[config.mk]
export PLATFORM = sky130hd
export DESIGN_NAME = opl_loop_config
export DESIGN_NICKNAME = d
export VERILOG_FILES = /design/src/logic/opl_loop_config.v /design/src/logic/opl_step_decode.v
export VERILOG_INCLUDE_DIRS = /design/src /design/src/logic
export SDC_FILE = /design/constraint.sdc
export NUM_CORES = 1
export LEC_CHECK = 0
export ABC_AREA = 1
export BUFFER_PORTS_ARGS = -buffer_cell sky130_fd_sc_hd__buf_2
export CAP_MARGIN = 20
export CORE_UTILIZATION = 53
export DETAILED_ROUTE_END_ITERATION = 6
export HOLD_SLACK_MARGIN = 0.02
export PLACE_DENSITY = 0.85
export SETUP_SLACK_MARGIN = 0.15
export SYNTH_ARGS = -nofsm -noshare
export SYNTH_HDL_FRONTEND = slang
export SYNTH_SLANG_ARGS = --single-unit
[constraint.sdc]
create_clock -name clk -period 5.9 [get_ports clk]
set_input_delay 0 -clock clk [delete_from_list [all_inputs] [get_ports clk]]
set_output_delay 0 -clock clk [all_outputs]
set_load 0.05 [all_outputs]
[src/logic/opl_loop_config_regs.vh]
// Register map, field positions, reset values and decode constants of the
// optical power loop configuration bank. Included by the design files.
`ifndef OPL_LOOP_CONFIG_REGS_VH
`define OPL_LOOP_CONFIG_REGS_VH

// Register byte addresses.
`define OPL_ADDR_LOOP1_STEP 8'h45
`define OPL_ADDR_LOOP1_FILTER 8'h46
`define OPL_ADDR_LOOP0_TIMING 8'h47
`define OPL_ADDR_LOOP0_STEP 8'h48

// Reset values.
`define OPL_RESET_BYTE 8'h00
`define OPL_RESET_CURRENT 10'h000
`define OPL_RESET_COUNT 8'h00
`define OPL_RESET_STEP 6'h00
`define OPL_RESET_DIV 5'h00
`define OPL_RESET_DEC 8'h00
`define OPL_RESET_BIT 1'b0
`define OPL_RESET_WAIT 2'h0

// Step configuration fields.
`define OPL_STEP_COARSE_HI 7
`define OPL_STEP_COARSE_LO 6
`define OPL_STEP_MID_HI 5
`define OPL_STEP_MID_LO 4
`define OPL_STEP_START_HI 3
`define OPL_STEP_START_LO 2
`define OPL_STEP_CKDIV_HI 1
`define OPL_STEP_CKDIV_LO 0

// Filter configuration fields; bit 4 is reserved and reads zero.
`define OPL_FILT_DEC_HI 7
`define OPL_FILT_DEC_LO 5
`define OPL_FILT_LINE_BIT 3
`define OPL_FILT_WAIT_HI 2
`define OPL_FILT_WAIT_LO 1
`define OPL_FILT_HOLD_BIT 0
`define OPL_FILT_WRITE_MASK 8'hEF

// Timing configuration fields.
`define OPL_TIM_INIT_HI 7
`define OPL_TIM_INIT_LO 6
`define OPL_TIM_MID_HI 5
`define OPL_TIM_MID_LO 4
`define OPL_TIM_MIN_HI 3
`define OPL_TIM_MIN_LO 2
`define OPL_TIM_DIV_HI 1
`define OPL_TIM_DIV_LO 0

// Two-bit selector codes.
`define OPL_CODE_0 2'h0
`define OPL_CODE_1 2'h1
`define OPL_CODE_2 2'h2
`define OPL_CODE_3 2'h3

// Coarse step sizes in output LSBs.
`define OPL_COARSE_0 6'h01
`define OPL_COARSE_1 6'h08
`define OPL_COARSE_2 6'h10
`define OPL_COARSE_3 6'h20

// Loop clock divide ratios.
`define OPL_CKDIV_0 5'h01
`define OPL_CKDIV_1 5'h04
`define OPL_CKDIV_2 5'h08
`define OPL_CKDIV_3 5'h10

// Long phase counts: initial phase and divider enable.
`define OPL_LONG_0 8'h00
`define OPL_LONG_1 8'h3F
`define OPL_LONG_2 8'h7F
`define OPL_LONG_3 8'hFF

// Short phase counts: middle phase and minimum step.
`define OPL_SHORT_0 8'h00
`define OPL_SHORT_1 8'h1F
`define OPL_SHORT_2 8'h3F
`define OPL_SHORT_3 8'h7F

// Decimation: factor is one shifted left by the code.
`define OPL_DEC_ONE 8'h01

`endif

[src/logic/opl_loop_config.v]
// Configuration register bank for the optical power loops of channels 1 and 0.
// Assumes the serial host interface hands over single-byte register accesses
// on clk, and that the loop engines read the decoded outputs on the same clock.
// Reset is asynchronous and active high; every output reads zero while it is held.
`timescale 1ns/100ps
`default_nettype none
`include "opl_loop_config_regs.vh"

// How it works
// - Coarse step code 00..11 gives a first search step of 1, 8, 16, 32 LSBs.
// - Start select: 00 and 11 give zero, 01 previous current, 10 programmed code.
// - Initial phase code 00..11 gives 0, 63, 127 or 255 clock counts.
// - Decimation code gives factor two to the power of the code, 1 to 128.
// - Divider enable code 00..11 gives 0, 63, 127 or 255 clock counts.
module opl_loop_config
(
	// Clock and reset
	input wire clk,
	input wire rst,
	// Register access from the host interface
	input wire reg_wr_en,
	input wire reg_rd_en,
	input wire [7:0] reg_addr,
	input wire [7:0] reg_wr_data,
	output reg [7:0] reg_rd_data_ff,
	// Current codes from the loop engines and output registers
	input wire [9:0] channel_one_current,
	input wire [9:0] channel_one_prog_current,
	input wire [9:0] channel_zero_current,
	input wire [9:0] channel_zero_prog_current,
	// Loop 1 decoded configuration
	output wire [5:0] loop1_coarse_step,
	output wire [5:0] loop1_mid_step,
	output wire [4:0] loop1_clock_divide,
	output wire [9:0] loop1_start_current,
	output reg [7:0] loop1_decimation_ff,
	output reg loop1_gate_by_line_input_ff,
	output reg [1:0] loop1_start_delay_ff,
	output reg loop1_hold_ff,
	// Loop 0 decoded configuration
	output wire [5:0] loop0_coarse_step,
	output wire [5:0] loop0_mid_step,
	output wire [4:0] loop0_clock_divide,
	output wire [9:0] loop0_start_current,
	output reg [7:0] loop0_initial_phase_ff,
	output reg [7:0] loop0_middle_phase_ff,
	output reg [7:0] loop0_minimum_step_ff,
	output reg [7:0] loop0_divider_enable_ff
);

reg [7:0] loop1_step_config_ff;
reg [7:0] loop1_filter_config_ff;
reg [7:0] loop0_timing_config_ff;
reg [7:0] loop0_step_config_ff;
reg [7:0] nxt_rd_data;
reg [7:0] nxt_decimation;
reg [7:0] nxt_initial_phase;
reg [7:0] nxt_middle_phase;
reg [7:0] nxt_minimum_step;
reg [7:0] nxt_divider_enable;
wire [2:0] filter_decimation;
wire [1:0] initial_phase_count;
wire [1:0] middle_phase_count;
wire [1:0] minimum_step_count;
wire [1:0] divider_enable_count;
wire gate_by_line_input;
wire [1:0] loop_start_delay;
wire loop_hold;

////////////////////////////////////////////////////////////////////////////////
// Register storage.

// The reserved bit of the filter byte is never stored, so it always reads zero.
// Addresses outside the bank are ignored, so neighbouring banks can share the
// same write strobe without a separate select.
always @(posedge clk or posedge rst)
begin
	if (rst)
	begin
		loop1_step_config_ff <= `OPL_RESET_BYTE;
		loop1_filter_config_ff <= `OPL_RESET_BYTE;
		loop0_timing_config_ff <= `OPL_RESET_BYTE;
		loop0_step_config_ff <= `OPL_RESET_BYTE;
	end
	else if (reg_wr_en)
	begin
		case (reg_addr)
			`OPL_ADDR_LOOP1_STEP: loop1_step_config_ff <= reg_wr_data;
			`OPL_ADDR_LOOP1_FILTER: loop1_filter_config_ff <= reg_wr_data & `OPL_FILT_WRITE_MASK;
			`OPL_ADDR_LOOP0_TIMING: loop0_timing_config_ff <= reg_wr_data;
			`OPL_ADDR_LOOP0_STEP: loop0_step_config_ff <= reg_wr_data;
			default: loop1_step_config_ff <= loop1_step_config_ff;
		endcase
	end
end

// Read data is captured one cycle after the strobe and held until the next read.
// A read and a write on one edge return the old byte, because the mux looks at
// the stored value before that edge's write lands.
always @*
begin
	case (reg_addr)
		`OPL_ADDR_LOOP1_STEP: nxt_rd_data = loop1_step_config_ff;
		`OPL_ADDR_LOOP1_FILTER: nxt_rd_data = loop1_filter_config_ff;
		`OPL_ADDR_LOOP0_TIMING: nxt_rd_data = loop0_timing_config_ff;
		`OPL_ADDR_LOOP0_STEP: nxt_rd_data = loop0_step_config_ff;
		default: nxt_rd_data = `OPL_RESET_BYTE;
	endcase
end

always @(posedge clk or posedge rst)
begin
	if (rst)
		reg_rd_data_ff <= `OPL_RESET_BYTE;
	else if (reg_rd_en)
		reg_rd_data_ff <= nxt_rd_data;
end

////////////////////////////////////////////////////////////////////////////////
// Step configuration decode, one instance per loop.
// The start current follows the selected input with one cycle of delay at all
// times, so a loop engine must take it at its own start event.

opl_step_decode u_loop1_step
(
	.clk(clk),
	.rst(rst),
	.step_cfg(loop1_step_config_ff),
	.prev_current(channel_one_current),
	.prog_current(channel_one_prog_current),
	.coarse_step_ff(loop1_coarse_step),
	.mid_step_ff(loop1_mid_step),
	.clock_divide_ff(loop1_clock_divide),
	.start_current_ff(loop1_start_current)
);

opl_step_decode u_loop0_step
(
	.clk(clk),
	.rst(rst),
	.step_cfg(loop0_step_config_ff),
	.prev_current(channel_zero_current),
	.prog_current(channel_zero_prog_current),
	.coarse_step_ff(loop0_coarse_step),
	.mid_step_ff(loop0_mid_step),
	.clock_divide_ff(loop0_clock_divide),
	.start_current_ff(loop0_start_current)
);

////////////////////////////////////////////////////////////////////////////////
// Filter and timing decode.
// Only loop 1 has a filter byte and only loop 0 a timing byte in this bank;
// their counterparts sit beside the other channel's registers.

assign filter_decimation = loop1_filter_config_ff[`OPL_FILT_DEC_HI:`OPL_FILT_DEC_LO];
assign initial_phase_count = loop0_timing_config_ff[`OPL_TIM_INIT_HI:`OPL_TIM_INIT_LO];
assign middle_phase_count = loop0_timing_config_ff[`OPL_TIM_MID_HI:`OPL_TIM_MID_LO];
assign minimum_step_count = loop0_timing_config_ff[`OPL_TIM_MIN_HI:`OPL_TIM_MIN_LO];
assign divider_enable_count = loop0_timing_config_ff[`OPL_TIM_DIV_HI:`OPL_TIM_DIV_LO];

// Loop 1 filter flags pass through as plain levels.
assign gate_by_line_input = loop1_filter_config_ff[`OPL_FILT_LINE_BIT];
assign loop_start_delay = loop1_filter_config_ff[`OPL_FILT_WAIT_HI:`OPL_FILT_WAIT_LO];
assign loop_hold = loop1_filter_config_ff[`OPL_FILT_HOLD_BIT];

always @*
begin
	nxt_decimation = `OPL_DEC_ONE << filter_decimation;
	case (initial_phase_count)
		`OPL_CODE_0: nxt_initial_phase = `OPL_LONG_0;
		`OPL_CODE_1: nxt_initial_phase = `OPL_LONG_1;
		`OPL_CODE_2: nxt_initial_phase = `OPL_LONG_2;
		default: nxt_initial_phase = `OPL_LONG_3;
	endcase
	// Middle and minimum phase counts use the short table, one step below the long one.
	case (middle_phase_count)
		`OPL_CODE_0: nxt_middle_phase = `OPL_SHORT_0;
		`OPL_CODE_1: nxt_middle_phase = `OPL_SHORT_1;
		`OPL_CODE_2: nxt_middle_phase = `OPL_SHORT_2;
		default: nxt_middle_phase = `OPL_SHORT_3;
	endcase
	case (minimum_step_count)
		`OPL_CODE_0: nxt_minimum_step = `OPL_SHORT_0;
		`OPL_CODE_1: nxt_minimum_step = `OPL_SHORT_1;
		`OPL_CODE_2: nxt_minimum_step = `OPL_SHORT_2;
		default: nxt_minimum_step = `OPL_SHORT_3;
	endcase
	case (divider_enable_count)
		`OPL_CODE_0: nxt_divider_enable = `OPL_LONG_0;
		`OPL_CODE_1: nxt_divider_enable = `OPL_LONG_1;
		`OPL_CODE_2: nxt_divider_enable = `OPL_LONG_2;
		default: nxt_divider_enable = `OPL_LONG_3;
	endcase
end

// Decoded values are registered so the loop engines see glitch-free settings,
// at the cost of one cycle between a write and its effect.
always @(posedge clk or posedge rst)
begin
	if (rst)
	begin
		loop1_decimation_ff <= `OPL_RESET_DEC;
		loop1_gate_by_line_input_ff <= `OPL_RESET_BIT;
		loop1_start_delay_ff <= `OPL_RESET_WAIT;
		loop1_hold_ff <= `OPL_RESET_BIT;
		loop0_initial_phase_ff <= `OPL_RESET_COUNT;
		loop0_middle_phase_ff <= `OPL_RESET_COUNT;
		loop0_minimum_step_ff <= `OPL_RESET_COUNT;
		loop0_divider_enable_ff <= `OPL_RESET_COUNT;
	end
	else
	begin
		loop1_decimation_ff <= nxt_decimation;
		loop1_gate_by_line_input_ff <= gate_by_line_input;
		loop1_start_delay_ff <= loop_start_delay;
		loop1_hold_ff <= loop_hold;
		loop0_initial_phase_ff <= nxt_initial_phase;
		loop0_middle_phase_ff <= nxt_middle_phase;
		loop0_minimum_step_ff <= nxt_minimum_step;
		loop0_divider_enable_ff <= nxt_divider_enable;
	end
end

endmodule // opl_loop_config

`default_nettype wire

[src/logic/opl_step_decode.v]
// Decodes one loop's step configuration byte into registered step sizes,
// divide ratio and start current. Inputs come from logic on the same clock.
`timescale 1ns/100ps
`default_nettype none
`include "opl_loop_config_regs.vh"

module opl_step_decode
(
	// Clock and reset
	input wire clk,
	input wire rst,
	// Configuration byte and current sources
	input wire [7:0] step_cfg,
	input wire [9:0] prev_current,
	input wire [9:0] prog_current,
	// Decoded values
	output reg [5:0] coarse_step_ff,
	output reg [5:0] mid_step_ff,
	output reg [4:0] clock_divide_ff,
	output reg [9:0] start_current_ff
);

wire [1:0] coarse_step_size;
wire [1:0] mid_step_fraction;
wire [1:0] start_current_select;
wire [1:0] loop_clock_divide;
reg [5:0] nxt_coarse_step;
reg [5:0] nxt_mid_step;
reg [4:0] nxt_clock_divide;
reg [9:0] nxt_start_current;

assign coarse_step_size = step_cfg[`OPL_STEP_COARSE_HI:`OPL_STEP_COARSE_LO];
assign mid_step_fraction = step_cfg[`OPL_STEP_MID_HI:`OPL_STEP_MID_LO];
assign start_current_select = step_cfg[`OPL_STEP_START_HI:`OPL_STEP_START_LO];
assign loop_clock_divide = step_cfg[`OPL_STEP_CKDIV_HI:`OPL_STEP_CKDIV_LO];

////////////////////////////////////////////////////////////////////////////////

always @*
begin
	case (coarse_step_size)
		`OPL_CODE_0: nxt_coarse_step = `OPL_COARSE_0;
		`OPL_CODE_1: nxt_coarse_step = `OPL_COARSE_1;
		`OPL_CODE_2: nxt_coarse_step = `OPL_COARSE_2;
		default: nxt_coarse_step = `OPL_COARSE_3;
	endcase
	// Reserved fractions give a zero middle step so the loop cannot run away.
	case (mid_step_fraction)
		`OPL_CODE_0: nxt_mid_step = {1'b0, nxt_coarse_step[5:1]};
		`OPL_CODE_1: nxt_mid_step = {2'b00, nxt_coarse_step[5:2]};
		default: nxt_mid_step = `OPL_RESET_STEP;
	endcase
	case (loop_clock_divide)
		`OPL_CODE_0: nxt_clock_divide = `OPL_CKDIV_0;
		`OPL_CODE_1: nxt_clock_divide = `OPL_CKDIV_1;
		`OPL_CODE_2: nxt_clock_divide = `OPL_CKDIV_2;
		default: nxt_clock_divide = `OPL_CKDIV_3;
	endcase
	case (start_current_select)
		`OPL_CODE_1: nxt_start_current = prev_current;
		`OPL_CODE_2: nxt_start_current = prog_current;
		default: nxt_start_current = `OPL_RESET_CURRENT;
	endcase
end

always @(posedge clk or posedge rst)
begin
	if (rst)
	begin
		coarse_step_ff <= `OPL_RESET_STEP;
		mid_step_ff <= `OPL_RESET_STEP;
		clock_divide_ff <= `OPL_RESET_DIV;
		start_current_ff <= `OPL_RESET_CURRENT;
	end
	else
	begin
		coarse_step_ff <= nxt_coarse_step;
		mid_step_ff <= nxt_mid_step;
		clock_divide_ff <= nxt_clock_divide;
		start_current_ff <= nxt_start_current;
	end
end

endmodule // opl_step_decode

`default_nettype wire

# Word level (Yosys, flattened, before mapping)
# Cells that the tools add are included.
# Widths: inputs -> output; s select.
# word_totals
in_bits	60
wordCells	75
regBits	135
# op_classes
n_shift	1
eq_ne	26
n_reduce_logical	14
n_mux	13
# op_table
op	count
$pmux 8 s3	2
$pmux 7 s3	2
$pmux 10 s2	2
$pmux 6 s3	2
$eq 8x7->1 const B	4
$pmux 8 s4	1
$pmux 5 s3	2
$eq 2x1->1 const B	12
$eq 2x2->1 const B	10
$logic_not 2->1	10
$pmux 5 s2	2
$reduce_and 2->1	4
$shl 1x3->8 const A	1

# Longest topological paths before layout
# logic_depth
depth_word	3
mapped_depth	8
depth_no_buf	7

# Hierarchy
# A second synthesis with hierarchy kept.
# hier_totals
cells_unflattened	490
area_unflattened_um2	4565.6
# by_module_without_submodules
module	area_per_inst_um2	cells_each	n_inst	seq_area_each_um2
opl_loop_config	2813.9	308	1	1576.5
opl_step_decode	875.8	91	2	550.5

# Worst setup path before layout
# No wires, ideal clock.
# synth_timing
kind	reg-to-reg
from	register loop0_step_config_ff[2]
to	register u_loop0_step.start_current_ff[0]
t_arrival_ps	966
path_slack_ps	4797
n_path_buf	1
path_stages_with_launch	5
required_ps	5764
path_cell_list	dfrtp_1 -> inv_1 -> ha_1 -> clkbuf_1 -> a21oi_1
# synth_via
elab_chain_len	2
# synth_lines
item	line_no	rtl
start, declared	opl_loop_config.v:54	reg [7:0] loop0_step_config_ff;
start signal, assigned	opl_loop_config.v:83	loop0_step_config_ff <= `OPL_RESET_BYTE;
start signal, assigned	opl_loop_config.v:91	`OPL_ADDR_LOOP0_STEP: loop0_step_config_ff <= reg_wr_data;
$eq 2x2->1 or $eq 2x1->1 (tied branches)	opl_step_decode.v:59	case (start_current_select)
$pmux 10 s2 *	opl_step_decode.v:59	
via u_loop0_step.nxt_start_current[0]	opl_step_decode.v:30	reg [9:0] nxt_start_current;
end signal, assigned	opl_step_decode.v:73	start_current_ff <= `OPL_RESET_CURRENT;
end signal, assigned	opl_step_decode.v:80	start_current_ff <= nxt_start_current;
end, declared	opl_step_decode.v:20	output reg [9:0] start_current_ff
# The timed path passes the listed nets; every way through them passes the cells marked *.
# A chain may end at the register's enable or synchronous reset.

# Worst setup path after layout
# layout_timing
from	register loop1_step_config_ff[3]
to	register u_loop1_step.start_current_ff[5]
# layout_via
elab_chain_len	2
# layout_lines
item	line_no	rtl
start, declared	opl_loop_config.v:51	reg [7:0] loop1_step_config_ff;
start signal, assigned	opl_loop_config.v:80	loop1_step_config_ff <= `OPL_RESET_BYTE;
start signal, assigned	opl_loop_config.v:88	`OPL_ADDR_LOOP1_STEP: loop1_step_config_ff <= reg_wr_data;
start signal, assigned	opl_loop_config.v:92	default: loop1_step_config_ff <= loop1_step_config_ff;
$eq 2x2->1 or $eq 2x1->1 (tied branches)	opl_step_decode.v:59	
$pmux 10 s2 *	opl_step_decode.v:59	
via u_loop1_step.nxt_start_current[5]	opl_step_decode.v:30	
end signal, assigned	opl_step_decode.v:73	
end signal, assigned	opl_step_decode.v:80	
end, declared	opl_step_decode.v:20	
# Marks and branches as above.

==> impl_metrics.py <==
metrics = {
    "sta": {
        "period_share_pct": 30.82,
        "finalWorstSetupSlack_ns": 4.081,
        "min_period_ns": 1.819,
        "fmax_mhz": 549.9,
        "relSlewSlack_pct": 34.02,
        "setup_tns_ns": 0,
        "clock_skew_ns": 0.01291,
        "hold_viol": 0,
        "setup_viol": 0,
        "worst_pin_slew_ns": 0.9898,
        "rsz0062_at_grt": "no",
        "slew_viol_final": 0,
        "whs_ns": 0.1404,
    },
    "clock_network": {
        "numCtsBuffers": 9,
        "cts_num_sinks": 107,
        "cts_root_buf": "clkbuf_8",
        "htree_levels": 3,
        "cts_buffer_depth": 2,
        "cts_tree": "done",
        "path_clk_slew_ns": 0.10,
        "insertion_delay_ns": 0.36,
    },
    "placement": {
        "gp_congestion": 0.8198,
        "dp_hpwl_mm": 6.961,
        "io_buffers": 153,
        "place_inst": 692,
        "place_area_sq_um": 5182,
        "pre_cts_ws_ns": 4.561,
    },
    "critical_path": {
        "path_cells": "inv_1, ha_1, nand2_1, a21oi_1, dlygate4sd3_1",
        "worstSetupStartpointType": "flip-flop",
        "critPathRequiredTime_ns": 6.21,
        "crit_start": "loop1_step_config_ff[3]",
        "arrival_ns": 2.13,
        "crit_path_max_incr_delay_ns": 0.57,
        "cp_max_fo": 10,
        "worstReg2RegStart": "loop1_step_config_ff[3]",
        "critPathKind": "reg -> reg",
        "crit_path_end_kind": "flip-flop",
        "worst_path_max_delay_cell": "dlygate4sd3_1",
    },
    "die": {
        "core-area_sq_um": 8258,
        "initial_core_util_pct": 55.14,
        "dieArea_sq_um": 8965,
        "placement_rows": 33,
        "fp.dieW_um": 94.69,
        "ios": 166,
        "die_h_um": 94.69,
    },
    "run": {
        "maxCapViolCount": 0,
    },
    "yosys": {
        "netlist_area_sq_um": 4553,
        "ys_ff_latch": 107,
        "yosysWarnings": 0,
        "avgSynthCellArea_sq_um": 9.729,
        "netlist_instances": 468,
        "synth_cell_type_count": 21,
        "seq_area_frac_synth_pct": 58.81,
    },
    "power": {
        "peakVddDrop_mv": 0.1375,
        "power-per-cell-area_nw_per_um2": 259.2,
        "power.total_mw": 1.524,
        "cellLeakagePower_nw": 3.309,
    },
    "cells_and_area": {
        "utilization_pct": 71.20,
        "nets": 712,
        "layout_common_cells": "153 x buf_2, 123 x nand2_1, 107 x dfrtp_1, 50 x dlygate4sd3_1, 43 x inv_1",
        "antenna_cells": 0,
        "instances_no_fill": 758,
        "drive_gt1_share_pct": 30.32,
        "area_delta_synth_final_pct": 29.13,
        "final_common_cell": "buf_2",
        "final_area_sq_um": 5879,
    },
    "route": {
        "viasPerCell": 4.979,
        "drtIter0Drc": 168,
        "antenna_left": 0,
        "wl_mm": 10.13,
        "dr.pass1.iters": 4,
        "drc": 0,
        "num_vias": 3774,
        "wl_per_cell_um": 13.37,
    },
    "grt": {
        "grt_max_degree": 84,
        "grt_pass1_vias": 3534,
        "antenna_found_initial": 0,
        "grt_use_total_pct": 23.77,
        "grt_first_pass_wirelength_mm": 16.10,
        "overflow": 0,
    },
    "worst_hold_path": {
        "holdCritPathClass": "in -> async",
    },
    "outcome": {
        "status": "finished, final reports clean",
    },
}
-- layout make-up --
class	instances	area (sq um)
Clock buffer	11	151.4
Clock inverter	5	45.04
Multi-Input combinational cell	279	1421
Tap cell	105	131.4
Sequential cell	107	2678
Inverter	47	178.9
Fill cell	601	2379
Timing Repair Buffer	204	1274
-- report_power, final --
group	switching, mW	internal (mW)
clock	0.250	0.182
sequential	0.0263	0.775
combinational	0.214	0.0768
-- synth_stat cells --
cell type  number  area (sq um)
a21oi_1        20         100.1
buf_4          33         247.7
buf_6           3         33.78
clkbuf_1       10         37.54
conb_1          1         3.750
dfrtp_1       107          2678
ha_1            4         50.05
inv_1          44         165.2
inv_2           3         11.26
nand2_1       123         461.7
nand2_2         6         37.54
nand2_4         5         56.30
nand3_1        32         160.2
nor2_1         15         56.30
nor2_4          1         11.26
nor2_8          8         160.2
nor3_1         10         50.05
o21ai_0         8         40.04
o21ai_1        29         145.1
o21ai_2         4         35.03
o22ai_1         2         12.51
-- layer usage --
metal / wire length [um] / part of all wire, % / vias to the layer above / track usage (%)
met2: 5404 / 53 / 178 / 42.33
met5: 0 / 0 / - / 0
met3: 756 / 7.5 / 7 / 5.233
li1: - / - / 1787 / -
met1: 3903 / 39 / 1802 / 29.16
met4: 69 / 0.68 / 0 / 6.187
-- cells by family (layout without fill, tap and decap cells) --
group / after synthesis / count (layout) / share of synthesized area (%)
flip-flops: 107 / 107 / 58.81
buffers and inverters: 93 / 267 / 10.88
adder cells (fa/ha/maj): 4 / 4 / 1.099
other: 1 / 12 / 0.08236
AND/OR/NAND/NOR: 200 / 200 / 21.82
AO/OA/AOI/OAI: 63 / 63 / 7.310
-- final timing paths --
path                       slack [ns]                                to  cells past startpoint
max in group asynchronous        4.47            loop1_decimation_ff[2]                      4
setup reg to reg                 4.08  u_loop1_step.start_current_ff[5]                      5
hold / removal                   0.14  u_loop1_step.start_current_ff[1]                      3
hold reg to reg                  0.42                     loop1_hold_ff                      0
min in group clk                 0.16         loop1_filter_config_ff[1]                      4
setup / recovery                 4.08  u_loop1_step.start_current_ff[5]                      5
-- state kept, by name (all words and copies together) (netlist names) --
signal                         count
loop0_minimum_step_ff              3
loop0_middle_phase_ff              3
loop1_step_config_ff               8
u_loop1_step.clock_divide_ff       4
loop1_hold_ff                      1
u_loop1_step.mid_step_ff           4
u_loop0_step.start_current_ff     10
loop1_gate_by_line_input_ff        1
loop1_decimation_ff                8
loop0_timing_config_ff             8
loop0_step_config_ff               8
loop1_start_delay_ff               2
u_loop0_step.coarse_step_ff        4
u_loop0_step.clock_divide_ff       4
reg_rd_data_ff                     8
loop1_filter_config_ff             7
loop0_divider_enable_ff            3
loop0_initial_phase_ff             3
u_loop1_step.start_current_ff     10
u_loop1_step.coarse_step_ff        4
u_loop0_step.mid_step_ff           4
-- critical path, delay by kind of cell (launching register included) --
| family | cells | cell delay (ns) |
|---|---|---|
| DFF | 1 | 0.43 |
| adders and majority gates | 1 | 0.38 |
| buffers and inverters | 2 | 0.66 |
| and+or+nand+nor | 1 | 0.12 |
| AOI/OAI and AO/OA | 1 | 0.17 |
-- timing repair --
item,4_1_cts,5_1_grt
setup buffers,0,0
hold endpoints to repair,83,0
gates resized for setup,0,0
hold buffers,50,0
setup endpoints to repair,0,0
Power figures use the tool's default switching activity.
